--- config.mk ---
export PLATFORM = sky130hd
export DESIGN_NAME = sodc_string_operand
export DESIGN_NICKNAME = d
export VERILOG_FILES = /design/src/verilog/sodc_pkg.sv /design/src/verilog/sodc_string_operand.sv
export SDC_FILE = /design/constraint.sdc
export NUM_CORES = 1
export LEC_CHECK = 0
export ABC_AREA = 0
export BUFFER_PORTS_ARGS = -buffer_cell sky130_fd_sc_hd__buf_2
export CORE_ASPECT_RATIO = 1.2
export CORE_MARGIN = 1
export CORE_UTILIZATION = 50
export CTS_BUF_LIST = sky130_fd_sc_hd__clkbuf_4 sky130_fd_sc_hd__clkbuf_8
export CTS_CLUSTER_DIAMETER = 120
export CTS_CLUSTER_SIZE = 28
export DETAILED_ROUTE_END_ITERATION = 16
export GPL_TIMING_DRIVEN = 1
export PLACE_DENSITY = 0.78
export SYNTH_ARGS = -nofsm -noshare
export SYNTH_HDL_FRONTEND = slang
export SYNTH_SLANG_ARGS = --single-unit
--- constraint.sdc ---
create_clock -name clk -period 6 [get_ports clk]
set_input_delay 0.6 -clock clk [delete_from_list [all_inputs] [get_ports clk]]
set_output_delay 0.6 -clock clk [all_outputs]
set_load 0.005 [all_outputs]
--- src/verilog/sodc_pkg.sv ---
package sodc_pkg;

    // ==========================================================
    // Register map (byte addresses on the AXI4-Lite slave)
    // ==========================================================
    localparam int         ADDR_W      = 8;
    localparam logic [7:0] OFS_CTRL    = 8'h00;
    localparam logic [7:0] OFS_BASE_LO = 8'h04;
    localparam logic [7:0] OFS_FIELD_HI = 8'h08;
    localparam logic [7:0] OFS_IDX_LO  = 8'h0C;
    localparam logic [7:0] OFS_IDX_HI  = 8'h10;
    localparam logic [7:0] OFS_ADDR_LO = 8'h14;
    localparam logic [7:0] OFS_ADDR_HI = 8'h18;
    localparam logic [7:0] OFS_DATA    = 8'h1C;
    localparam logic [7:0] OFS_STATUS  = 8'h20;
    localparam logic [7:0] OFS_GEN     = 8'h24;
    localparam logic [7:0] OFS_APPEND  = 8'h28;

    localparam logic [1:0] RESP_OKAY   = 2'h0;
    localparam logic [1:0] RESP_SLVERR = 2'h2;

    // ==========================================================
    // Nibble codes
    // ==========================================================
    localparam logic [3:0] DIGIT_MAX   = 4'h9;
    localparam logic [3:0] SIGN_MIN    = 4'hA;
    localparam logic [3:0] NEG_A       = 4'hB;
    localparam logic [3:0] NEG_B       = 4'hD;
    localparam logic [3:0] ASC_PLUS    = 4'hA;
    localparam logic [3:0] ASC_MINUS   = 4'hB;
    localparam logic [3:0] ASC_ZONE    = 4'h3;
    localparam logic [3:0] EBC_PLUS    = 4'hC;
    localparam logic [3:0] EBC_MINUS   = 4'hD;
    localparam logic [3:0] EBC_ZONE    = 4'hF;

    // ==========================================================
    // Operation codes that change the front end's behaviour
    // ==========================================================
    localparam logic [7:0] OP_MOVE_SCALE   = 8'hFA;
    localparam logic [7:0] OP_BIT_SEARCH   = 8'hD6;
    localparam logic [7:0] OP_WORD_SEARCH  = 8'hFF;
    localparam logic [7:0] OP_MOVE_LEFT    = 8'hF8;
    localparam logic [7:0] OP_MOVE_LEFT_NC = 8'hF9;
    localparam logic [7:0] OP_CMP_BYTES    = 8'hFD;
    localparam logic [7:0] OP_XLATE        = 8'hEE;
    localparam logic [7:0] OP_XLATE_TEST   = 8'hEF;
    localparam logic [7:0] OP_XLATE_MARK   = 8'hD7;

    // ==========================================================
    // Field designators and subfunction bit positions
    // ==========================================================
    // Subfunction bit 0 is the leftmost, so bit n sits at [7-n].
    localparam int         G_SRC_MSB  = 7;
    localparam int         G_RES_MSB  = 5;
    localparam int         G_RSV_4    = 3;
    localparam int         G_INC_A    = 2;
    localparam int         G_RSV_6    = 1;
    localparam int         G_INC_C    = 0;
    localparam logic [1:0] DSG_LEN    = 2'b00;
    localparam logic [1:0] DSG_MASKED = 2'b01;
    localparam logic [1:0] DSG_D8     = 2'b10;
    localparam logic [1:0] DSG_D16    = 2'b11;

    localparam logic [1:0] FMT_PACKED = 2'd0;
    localparam logic [1:0] FMT_ZONED  = 2'd1;
    localparam logic [1:0] FMT_BINARY = 2'd2;

    localparam int         ADR_W       = 48;
    localparam int         IDX_USED_W  = 45;
    localparam int         BYTE_SHIFT  = 3;

    // ==========================================================
    // Carriers
    // ==========================================================
    typedef struct packed {
        logic [3:0] hi;
        logic [3:0] lo;
        logic [3:0] sign;
        logic       negative;
        logic       invalid;
    } sodc_dec_t;

    typedef struct packed {
        logic              charset_select_bit;
        logic              monitor_mode;
        logic [7:0]        opcode;
        logic [7:0]        gsub;
        logic [7:0]        idx_dsg;
        logic              field_c;
        logic [1:0]        fmt;
        logic [ADR_W-1:0]  base;
        logic [15:0]       spec;
        logic [ADR_W-1:0]  index;
        logic [ADR_W-1:0]  addr;
        sodc_dec_t         dec;
        logic              term;
        logic              have_prev;
        logic [7:0]        prev;
        logic              aw_held;
        logic [7:0]        aw_addr;
        logic              w_held;
        logic [31:0]       wdata;
        logic [3:0]        wstrb;
        logic              awready;
        logic              wready;
        logic              bvalid;
        logic [1:0]        bresp;
        logic              arready;
        logic              rvalid;
        logic [31:0]       rdata;
        logic [1:0]        rresp;
    } sodc_state_t;

endpackage

--- src/verilog/sodc_string_operand.sv ---
`timescale 1ns/1ps
module sodc_string_operand (
    input  wire logic                              clk,
    input  wire logic                              nrst,
    input  wire logic [sodc_pkg::ADDR_W-1:0]       s_axi_awaddr,
    input  wire logic                              s_axi_awvalid,
    output logic                                   s_axi_awready,
    input  wire logic [31:0]                       s_axi_wdata,
    input  wire logic [3:0]                        s_axi_wstrb,
    input  wire logic                              s_axi_wvalid,
    output logic                                   s_axi_wready,
    output logic [1:0]                             s_axi_bresp,
    output logic                                   s_axi_bvalid,
    input  wire logic                              s_axi_bready,
    input  wire logic [sodc_pkg::ADDR_W-1:0]       s_axi_araddr,
    input  wire logic                              s_axi_arvalid,
    output logic                                   s_axi_arready,
    output logic [31:0]                            s_axi_rdata,
    output logic [1:0]                             s_axi_rresp,
    output logic                                   s_axi_rvalid,
    input  wire logic                              s_axi_rready
);

    // ==========================================================
    // Helpers
    // ==========================================================
    function automatic logic [31:0] merge(input logic [31:0] old_v, input logic [31:0] new_v,
                                          input logic [3:0] strb);
        logic [31:0] r;
        r = old_v;
        for (int i = 0; i < 4; i++) begin
            if (strb[i]) begin
                r[i*8 +: 8] = new_v[i*8 +: 8];
            end
        end
        return r;
    endfunction

    function automatic logic is_neg(input logic [3:0] s);
        return (s == sodc_pkg::NEG_A) || (s == sodc_pkg::NEG_B);
    endfunction

    sodc_pkg::sodc_state_t st;
    sodc_pkg::sodc_state_t next_st;

    // ==========================================================
    // Derived control terms
    // ==========================================================
    logic        ebcdic;
    logic [3:0]  gen_plus;
    logic [3:0]  gen_minus;
    logic [3:0]  gen_zone;
    logic [3:0]  gen_sign;
    logic        delim_ok;
    logic [1:0]  src_dsg;
    logic [1:0]  res_dsg;
    logic [1:0]  act_dsg;
    logic        len_mode;
    logic        src_zero;
    logic        res_noop;
    logic        misuse;
    logic        res_undef;
    logic        append;
    logic [47:0] eff_idx;
    logic [47:0] sum_addr;

    always_comb begin
        ebcdic    = st.charset_select_bit && !st.monitor_mode;
        gen_plus  = ebcdic ? sodc_pkg::EBC_PLUS  : sodc_pkg::ASC_PLUS;
        gen_minus = ebcdic ? sodc_pkg::EBC_MINUS : sodc_pkg::ASC_MINUS;
        gen_zone  = ebcdic ? sodc_pkg::EBC_ZONE  : sodc_pkg::ASC_ZONE;
        // Move-and-scale passes the source sign through untouched.
        if (st.opcode == sodc_pkg::OP_MOVE_SCALE) begin
            gen_sign = st.dec.sign;
        end else begin
            gen_sign = st.dec.negative ? gen_minus : gen_plus;
        end
        delim_ok = (st.opcode == sodc_pkg::OP_MOVE_LEFT) || (st.opcode == sodc_pkg::OP_MOVE_LEFT_NC)
                || (st.opcode == sodc_pkg::OP_CMP_BYTES) || (st.opcode == sodc_pkg::OP_XLATE)
                || (st.opcode == sodc_pkg::OP_XLATE_TEST) || (st.opcode == sodc_pkg::OP_XLATE_MARK);
        src_dsg  = delim_ok ? st.gsub[sodc_pkg::G_SRC_MSB -: 2] : sodc_pkg::DSG_LEN;
        res_dsg  = delim_ok ? st.gsub[sodc_pkg::G_RES_MSB -: 2] : sodc_pkg::DSG_LEN;
        act_dsg  = st.field_c ? res_dsg : src_dsg;
        len_mode = (act_dsg == sodc_pkg::DSG_LEN);
        src_zero = !st.field_c && len_mode && (st.spec == 16'h0000);
        res_noop = st.field_c && len_mode && (st.spec == 16'h0000);
        // Reserved subfunction bits set on an instruction that does not own them.
        misuse   = (st.gsub[sodc_pkg::G_RSV_4] || st.gsub[sodc_pkg::G_RSV_6])
                && (st.opcode != sodc_pkg::OP_XLATE_MARK) && (st.opcode != sodc_pkg::OP_CMP_BYTES);
        res_undef = (res_dsg == sodc_pkg::DSG_MASKED);
        append    = st.field_c && (res_dsg[1] == 1'b1);
        // The top three index bits drop out of the byte shift, so negative
        // indexes still land correctly modulo the address width.
        if (st.idx_dsg == 8'h00) begin
            eff_idx = 48'h0000_0000_0000;
        end else if ((st.opcode == sodc_pkg::OP_BIT_SEARCH) || (st.opcode == sodc_pkg::OP_WORD_SEARCH)) begin
            eff_idx = st.index;
        end else begin
            eff_idx = {st.index[sodc_pkg::IDX_USED_W-1:0], 3'b000};
        end
        sum_addr = st.base + eff_idx;
    end

    // ==========================================================
    // Data byte decode and delimiter search
    // ==========================================================
    logic [7:0]          din;
    logic                din_last;
    logic                din_first;
    logic                match;
    sodc_pkg::sodc_dec_t dec_new;

    always_comb begin
        din       = st.wdata[7:0];
        din_last  = st.wdata[8];
        din_first = st.wdata[9];
        dec_new   = '0;
        case (st.fmt)
            sodc_pkg::FMT_PACKED: begin
                if (din_last) begin
                    dec_new.lo   = din[7:4];
                    dec_new.sign = din[3:0];
                end else begin
                    dec_new.hi = din[7:4];
                    dec_new.lo = din[3:0];
                end
            end
            sodc_pkg::FMT_ZONED: begin
                dec_new.lo = din[3:0];
                if (din_last) begin
                    dec_new.sign = din[7:4];
                end
            end
            sodc_pkg::FMT_BINARY: begin
                // The sign lives only in the first byte, so later bytes keep it.
                dec_new.negative = din_first ? din[7] : st.dec.negative;
            end
            default: begin
                dec_new.invalid = 1'b1;
            end
        endcase
        if (st.fmt != sodc_pkg::FMT_BINARY) begin
            dec_new.negative = is_neg(dec_new.sign);
            dec_new.invalid  = (dec_new.hi > sodc_pkg::DIGIT_MAX) || (dec_new.lo > sodc_pkg::DIGIT_MAX)
                            || (din_last && (dec_new.sign < sodc_pkg::SIGN_MIN)) || (st.fmt > sodc_pkg::FMT_BINARY);
        end
        // Result fields are never searched for their delimiter.
        match = 1'b0;
        if (!st.field_c) begin
            case (src_dsg)
                sodc_pkg::DSG_D8:     match = (din == st.spec[7:0]);
                sodc_pkg::DSG_MASKED: match = (((din ^ st.spec[7:0]) & st.spec[15:8]) == 8'h00);
                sodc_pkg::DSG_D16:    match = !din_first && st.have_prev
                                           && (st.prev == st.spec[15:8]) && (din == st.spec[7:0]);
                default:              match = 1'b0;
            endcase
        end
    end

    // ==========================================================
    // Register read mux
    // ==========================================================
    logic [31:0] rd_val;
    logic        rd_hit;

    always_comb begin
        rd_hit = 1'b1;
        case (s_axi_araddr)
            sodc_pkg::OFS_CTRL:     rd_val = {st.idx_dsg, st.gsub, st.opcode, 3'b000, st.fmt, st.field_c,
                                              st.monitor_mode, st.charset_select_bit};
            sodc_pkg::OFS_BASE_LO:  rd_val = st.base[31:0];
            sodc_pkg::OFS_FIELD_HI: rd_val = {st.spec, st.base[47:32]};
            sodc_pkg::OFS_IDX_LO:   rd_val = st.index[31:0];
            sodc_pkg::OFS_IDX_HI:   rd_val = {16'h0000, st.index[47:32]};
            sodc_pkg::OFS_ADDR_LO:  rd_val = st.addr[31:0];
            sodc_pkg::OFS_ADDR_HI:  rd_val = {st.spec, st.addr[47:32]};
            sodc_pkg::OFS_DATA:     rd_val = {22'h000000, st.have_prev, 1'b0, st.prev};
            sodc_pkg::OFS_STATUS:   rd_val = {10'h000, res_undef, st.gsub[sodc_pkg::G_INC_C],
                                              st.gsub[sodc_pkg::G_INC_A], misuse, !len_mode, res_noop,
                                              src_zero, st.term, st.dec};
            sodc_pkg::OFS_GEN:      rd_val = {16'h0000, gen_sign, gen_zone, gen_minus, gen_plus};
            sodc_pkg::OFS_APPEND:   rd_val = {14'h0000, res_dsg == sodc_pkg::DSG_D16, append,
                                              (res_dsg == sodc_pkg::DSG_D16) ? st.spec : {8'h00, st.spec[7:0]}};
            default: begin
                rd_val = 32'h0000_0000;
                rd_hit = 1'b0;
            end
        endcase
    end

    // ==========================================================
    // Next state
    // ==========================================================
    logic        do_write;
    logic        wr_hit;
    logic [31:0] ctl_m;
    logic [31:0] idx_hi_m;

    always_comb begin
        next_st = st;
        next_st.addr = sum_addr;
        ctl_m    = merge({st.idx_dsg, st.gsub, st.opcode, 3'b000, st.fmt, st.field_c,
                          st.monitor_mode, st.charset_select_bit}, st.wdata, st.wstrb);
        idx_hi_m = merge({16'h0000, st.index[47:32]}, st.wdata, st.wstrb);
        if (s_axi_awvalid && st.awready) begin
            next_st.aw_held = 1'b1;
            next_st.aw_addr = s_axi_awaddr;
        end
        if (s_axi_wvalid && st.wready) begin
            next_st.w_held = 1'b1;
            next_st.wdata  = s_axi_wdata;
            next_st.wstrb  = s_axi_wstrb;
        end
        do_write = st.aw_held && st.w_held && !st.bvalid;
        wr_hit   = 1'b1;
        if (do_write) begin
            next_st.aw_held = 1'b0;
            next_st.w_held  = 1'b0;
            next_st.bvalid  = 1'b1;
            case (st.aw_addr)
                sodc_pkg::OFS_CTRL: begin
                    {next_st.idx_dsg, next_st.gsub, next_st.opcode, next_st.fmt, next_st.field_c,
                     next_st.monitor_mode, next_st.charset_select_bit} = {ctl_m[31:8], ctl_m[4:0]};
                end
                sodc_pkg::OFS_BASE_LO: next_st.base[31:0] = merge(st.base[31:0], st.wdata, st.wstrb);
                sodc_pkg::OFS_FIELD_HI: begin
                    {next_st.spec, next_st.base[47:32]} = merge({st.spec, st.base[47:32]}, st.wdata, st.wstrb);
                end
                sodc_pkg::OFS_IDX_LO: next_st.index[31:0] = merge(st.index[31:0], st.wdata, st.wstrb);
                sodc_pkg::OFS_IDX_HI: begin
                    next_st.index[47:32] = idx_hi_m[15:0];
                end
                sodc_pkg::OFS_DATA: begin
                    // A finished field takes no more bytes until a new first byte,
                    // and the byte that matches a delimiter never becomes an operand.
                    if (din_first || !st.term) begin
                        next_st.term = match;
                        if (!match) begin
                            next_st.dec = dec_new;
                        end
                        next_st.prev      = din;
                        next_st.have_prev = 1'b1;
                    end
                end
                default: wr_hit = 1'b0;
            endcase
            next_st.bresp = wr_hit ? sodc_pkg::RESP_OKAY : sodc_pkg::RESP_SLVERR;
        end
        if (st.bvalid && s_axi_bready) begin
            next_st.bvalid = 1'b0;
        end
        next_st.awready = !next_st.aw_held && !next_st.bvalid;
        next_st.wready  = !next_st.w_held && !next_st.bvalid;
        if (s_axi_arvalid && st.arready) begin
            next_st.rvalid = 1'b1;
            next_st.rdata  = rd_val;
            next_st.rresp  = rd_hit ? sodc_pkg::RESP_OKAY : sodc_pkg::RESP_SLVERR;
        end else if (st.rvalid && s_axi_rready) begin
            next_st.rvalid = 1'b0;
        end
        next_st.arready = !next_st.rvalid;
    end

    // ==========================================================
    // State register
    // ==========================================================
    always_ff @(posedge clk or negedge nrst) begin
        if (!nrst) begin
            st         <= '0;
            st.awready <= 1'b1;
            st.wready  <= 1'b1;
            st.arready <= 1'b1;
        end else begin
            st <= next_st;
        end
    end

    always_comb begin
        s_axi_awready = st.awready;
        s_axi_wready  = st.wready;
        s_axi_bvalid  = st.bvalid;
        s_axi_bresp   = st.bresp;
        s_axi_arready = st.arready;
        s_axi_rvalid  = st.rvalid;
        s_axi_rdata   = st.rdata;
        s_axi_rresp   = st.rresp;
    end

endmodule // sodc_string_operand

### Word level (Yosys, flattened, before mapping)

Cells that the tools add are included.

| cells by class | value |
|---|---|
| eq/ne operators | 39 |
| $lt $le $gt $ge | 4 |
| shift operators | 0 |
| reduce and logical (&&, ||, !) cells | 74 |
| divide/modulo/power cells | 0 |
| muxes and demuxes | 37 |
| $mul | 0 |
| bitwise operators | 3 |
| add/sub/neg operators | 1 |

Operators by type and width:

| cell | number |
|---|---|
| one-hot mux 32 bit (11 select lines) | 1 |
| 2-to-1 mux 48 bit | 2 |
| == test 8 bit, second input constant | 9 |
| AND reduction 3 bit | 19 |
| adder 48 bit | 1 |
| == test 8 x 5 -> 1 bit, second input constant | 6 |
| 2-to-1 mux 37 bit | 1 |
| == test 8 x 4 -> 1 bit, second input constant | 4 |
| logical NOT 8 bit | 4 |
| 2-to-1 mux 4 bit | 7 |
| == test 8 x 6 -> 1 bit, second input constant | 3 |
| logical AND 1 bit | 21 |
| == test 8 x 3 -> 1 bit, second input constant | 2 |
| == test 8 bit | 2 |
| logical NOT 16 bit | 1 |
| 2-to-1 mux 16 bit | 1 |
| != test 8 bit, second input constant | 2 |
| one-hot mux 8 bit (2 select lines) | 1 |
| logical OR 1 bit | 12 |
| 2-to-1 mux 1 bit | 12 |
| 2-to-1 mux 2 bit | 6 |
| 2-to-1 mux 3 bit | 4 |
| OR reduction 11 bit | 1 |
| logical NOT 1 bit | 10 |
| 18 further kinds | 26 |

| word-level totals | value |
|---|---|
| bits in writable memories | 0 |
| bits in read-only memories | 0 |
| input bits | 59 |
| output and inout bits | 41 |
| memories kept | 0 |
| latch bits | 0 |
| word-level logic and storage cells | 201 |
| bits in registers | 300 |

### Longest topological paths before layout

| logic depth | value |
|---|---|
| word-level depth | 12 |
| mapped depth | 16 |
| mapped depth without buffers | 13 |

### Least setup slack after synthesis

Ideal clock, no wire load.

| path | value |
|---|---|
| path kind | register -> register |
| from | reg st[276] (netlist name) |
| to | reg st[148] (netlist name) |
| required time | 5.877 ns |
| period minus slack after synthesis | 3.646 ns |
| buffers on the path | 3 |
| data arrival time | 3.523 ns |
| slack | 2.354 ns |
| library setup time | 0.123 ns |
| stages on the path, launching flop included | 16 |
| cells stage by stage | dfrtp_1 -> or4_1 -> nor2_1 -> clkbuf_1 -> buf_1 -> a21oi_1 -> ha_1 -> clkbuf_1 -> o21a_1 -> a211o_1 -> a21oi_2 -> o2bb2ai_1 -> a41o_1 -> o2111ai_2 -> nand2_1 -> xor2_1 |

RTL lines:

| element | RTL line | source |
|---|---|---|
| start, declared | sodc_string_operand.sv:43 | `sodc_pkg::sodc_state_t st;` |
| start signal, assigned | sodc_string_operand.sv:274 | `st <= next_st;` |

==> metrics.txt <==
crit end category=flop; required time of the critical path=approximately 6.5 ns; ys async rst share=100%; largest net degree at the start of global routing=160; fin nets=roughly 1700; hold-fix buffers at CTS=1; initial antenna violation count=1; register area share after synthesis=a little under half; fraction of layout cells with a size suffix above 1=a little under a quarter; synthesized area per cell=approximately 10 sq um; Synth Flop Type=dfrtp_1; Setup Viol. Count Final=0; io pins=100; worst skew pair latency=around 0.61 ns; Placed Cells=just under 2000; most frequent cells in the layout=dfrtp_1, mux2_2, nand2_1; Setup TNS Final=0 ns; worst-margin pin slew=1.17 ns; total of warnings raised by yosys=0; CTS Sinks=298; post-cts sizing count=0; status=finished, final reports clean; fmax=~230 MHz; vias in the first global route=~13000; # port buffers=slightly below 100; Setup Buffers After CTS=0; Initial Util=slightly above 50%; buffer depth of the longest clock path=3; fin crit share=between 70% and 80%; Worst-path clk slew=0.18 ns; leak pwr=between 8 and 9 nW; TritonCTS Buffers=14; n_diodes=0; Slew Limit Headroom=between 20 and 25%; commonest non-fill, non-tap cell in the layout=dfrtp_1; Routed WL=around 50000 um; core region area=0.0322 sq mm; Pwr Density=~280 mW/mm^2; DRC Markers=0; final hold vios=0; routed via count=approximately 13000; Routed WL per cell=around 25 um; TritonRoute pass-1 iters=6; Die W=167 um; WHS=slightly above 0.2 ns; total global routing overflow=0; Max VDD drop=0.307 mV; 1st-iter DRT viols=roughly 1500; Setup CP Type=flop to flop; TritonCTS clock tree=yes; WP data arrival=around 4.9 ns; Worst Hold Class=primary input to flop; Critical Path Start Type=flop; area growth from synthesis to layout=5.08%; Tot Pwr=between 4 and 5 mW; max cap viols=0; largest reg by FF count=st; GPL Wtd Cong=around 0.99; final non-filler cell total=just under 2000; Mapped Area=approximately 0.016 sq mm; register bit count reported by yosys=298; global-route usage over all layers=30.0%; Root Driver=clkbuf_8; Setup Skew=approximately 0.055 ns; Vias/cell=6.58; R2R setup slack=between 1.5 and 2 ns; post-layout min period=roughly 4.4 ns; crit-path max FO=25; H-tree levels=1; die area=0.0334 sq mm; Netlist cell types=84; Post-synth EDFFs=0; post-route ant nets=0; gate count of the mapped netlist=about 1600; global-route wire length before repair=between 70000 and 80000 um; FP Rows=72; Max Slew Vio Count=0; Largest register FFs=249; Chip Height=about 200 um; Detailed Place HPWL=approximately 37000 um; unrepaired setup endpoints after global routing=false
-- Yosys cell counts (all sizes together) (4+ instances only) --
cell type,number,area share (%)
buf,56,2.3
o211ai,9,0.47
o21a,6,0.28
nor4,10,0.46
and3,12,0.46
a22oi,37,1.8
a21oi,128,4.0
nand4,19,0.73
nand3,36,1.1
dfrtp,295,45
ha,47,3.6
mux2i,12,0.74
a21o,38,1.7
a222oi,23,1.4
nor3,20,0.61
xor2,21,1.1
inv,21,0.48
nand3b,7,0.32
nor2,67,1.6
a22o,15,0.80
a211o,8,0.43
xnor2,39,2.1
nand2,178,4.1
a31oi,10,0.38
o21bai,6,0.30
and2,4,0.15
a221oi,22,1.2
o21ai,54,1.8
mux2,198,14
a211oi,16,0.74
nor3b,6,0.31
clkbuf,61,1.4
nor2b,11,0.42
nand2b,15,0.57
-- critical path: stages, from the launching register on --
cell and delay [ns]:
dfrtp_1 0.42, or4_1 0.58, nor2_4 0.59, buf_4 0.41, a21oi_1 0.09, ha_1 0.42, a211o_1 0.35, a211o_1 0.29
a21oi_2 0.17, o2bb2ai_1 0.10, a41o_1 0.31, o21ai_2 0.28, a31oi_1 0.14, xnor2_1 0.14
-- kinds of logic (layout without fill, tap and decap cells) --
group	count (synthesis)	after routing	share of synthesized area, %
adder cells (fa/ha/maj)	48	48	3.72
AO/OA/AOI/OAI	407	407	17.4
XOR/XNOR	60	60	3.22
other	1	2	0.0230
AND/OR/NAND/NOR	398	398	11.4
multiplexers	210	210	14.4
flip-flops	298	298	45.7
buffers and inverters	138	154	4.14
-- report_power, final --
| group | internal (mW) | switching, mW | leakage, nW |
|---|---|---|---|
| logic | 0.492 | 0.613 | 3.99 |
| registers | 2.35 | 0.514 | 4.03 |
| clock network | 0.255 | 0.635 | 0.128 |
-- per-layer routing --
metal	GRT usage, %	part of all wire [%]	wire length (um)
met5	0	0	0
met4	14.0	4.7	2380
met3	4.95	8.6	4330
met2	47.5	45	22700
met1	40.6	41	20800
-- final timing paths --
path,startpoint,end,cells after the start
max,st[276],st[158],13
max reg2reg,st[276],st[158],13
min in group asynchronous,nrst,s_axi_rdata[23],2
max in group asynchronous,nrst,st[263],3
min,s_axi_rready,s_axi_rvalid,2
min reg2reg,s_axi_rdata[2],s_axi_rdata[2],1
-- stage by stage --
step	utilization, %	instance area, sq um	worst slack (ns)
after floorplan	-	16300	2.35
after global routing	53.4	17200	1.43
after CTS	53.4	17200	1.67
after detailed placement	52.6	16900	1.69
after global placement	52.6	16900	1.79
final	53.4	17200	1.59
-- layout make-up --
type,count,area (sq um)
clock buffer,18,229
inverter,21,78.8
fill,2891,15000
multi-input combinational,1125,8230
timing repair buffer,114,638
tap,407,509
sequential,298,7460
clock inverter,1,11.3
(Power assumes the default switching activity.)
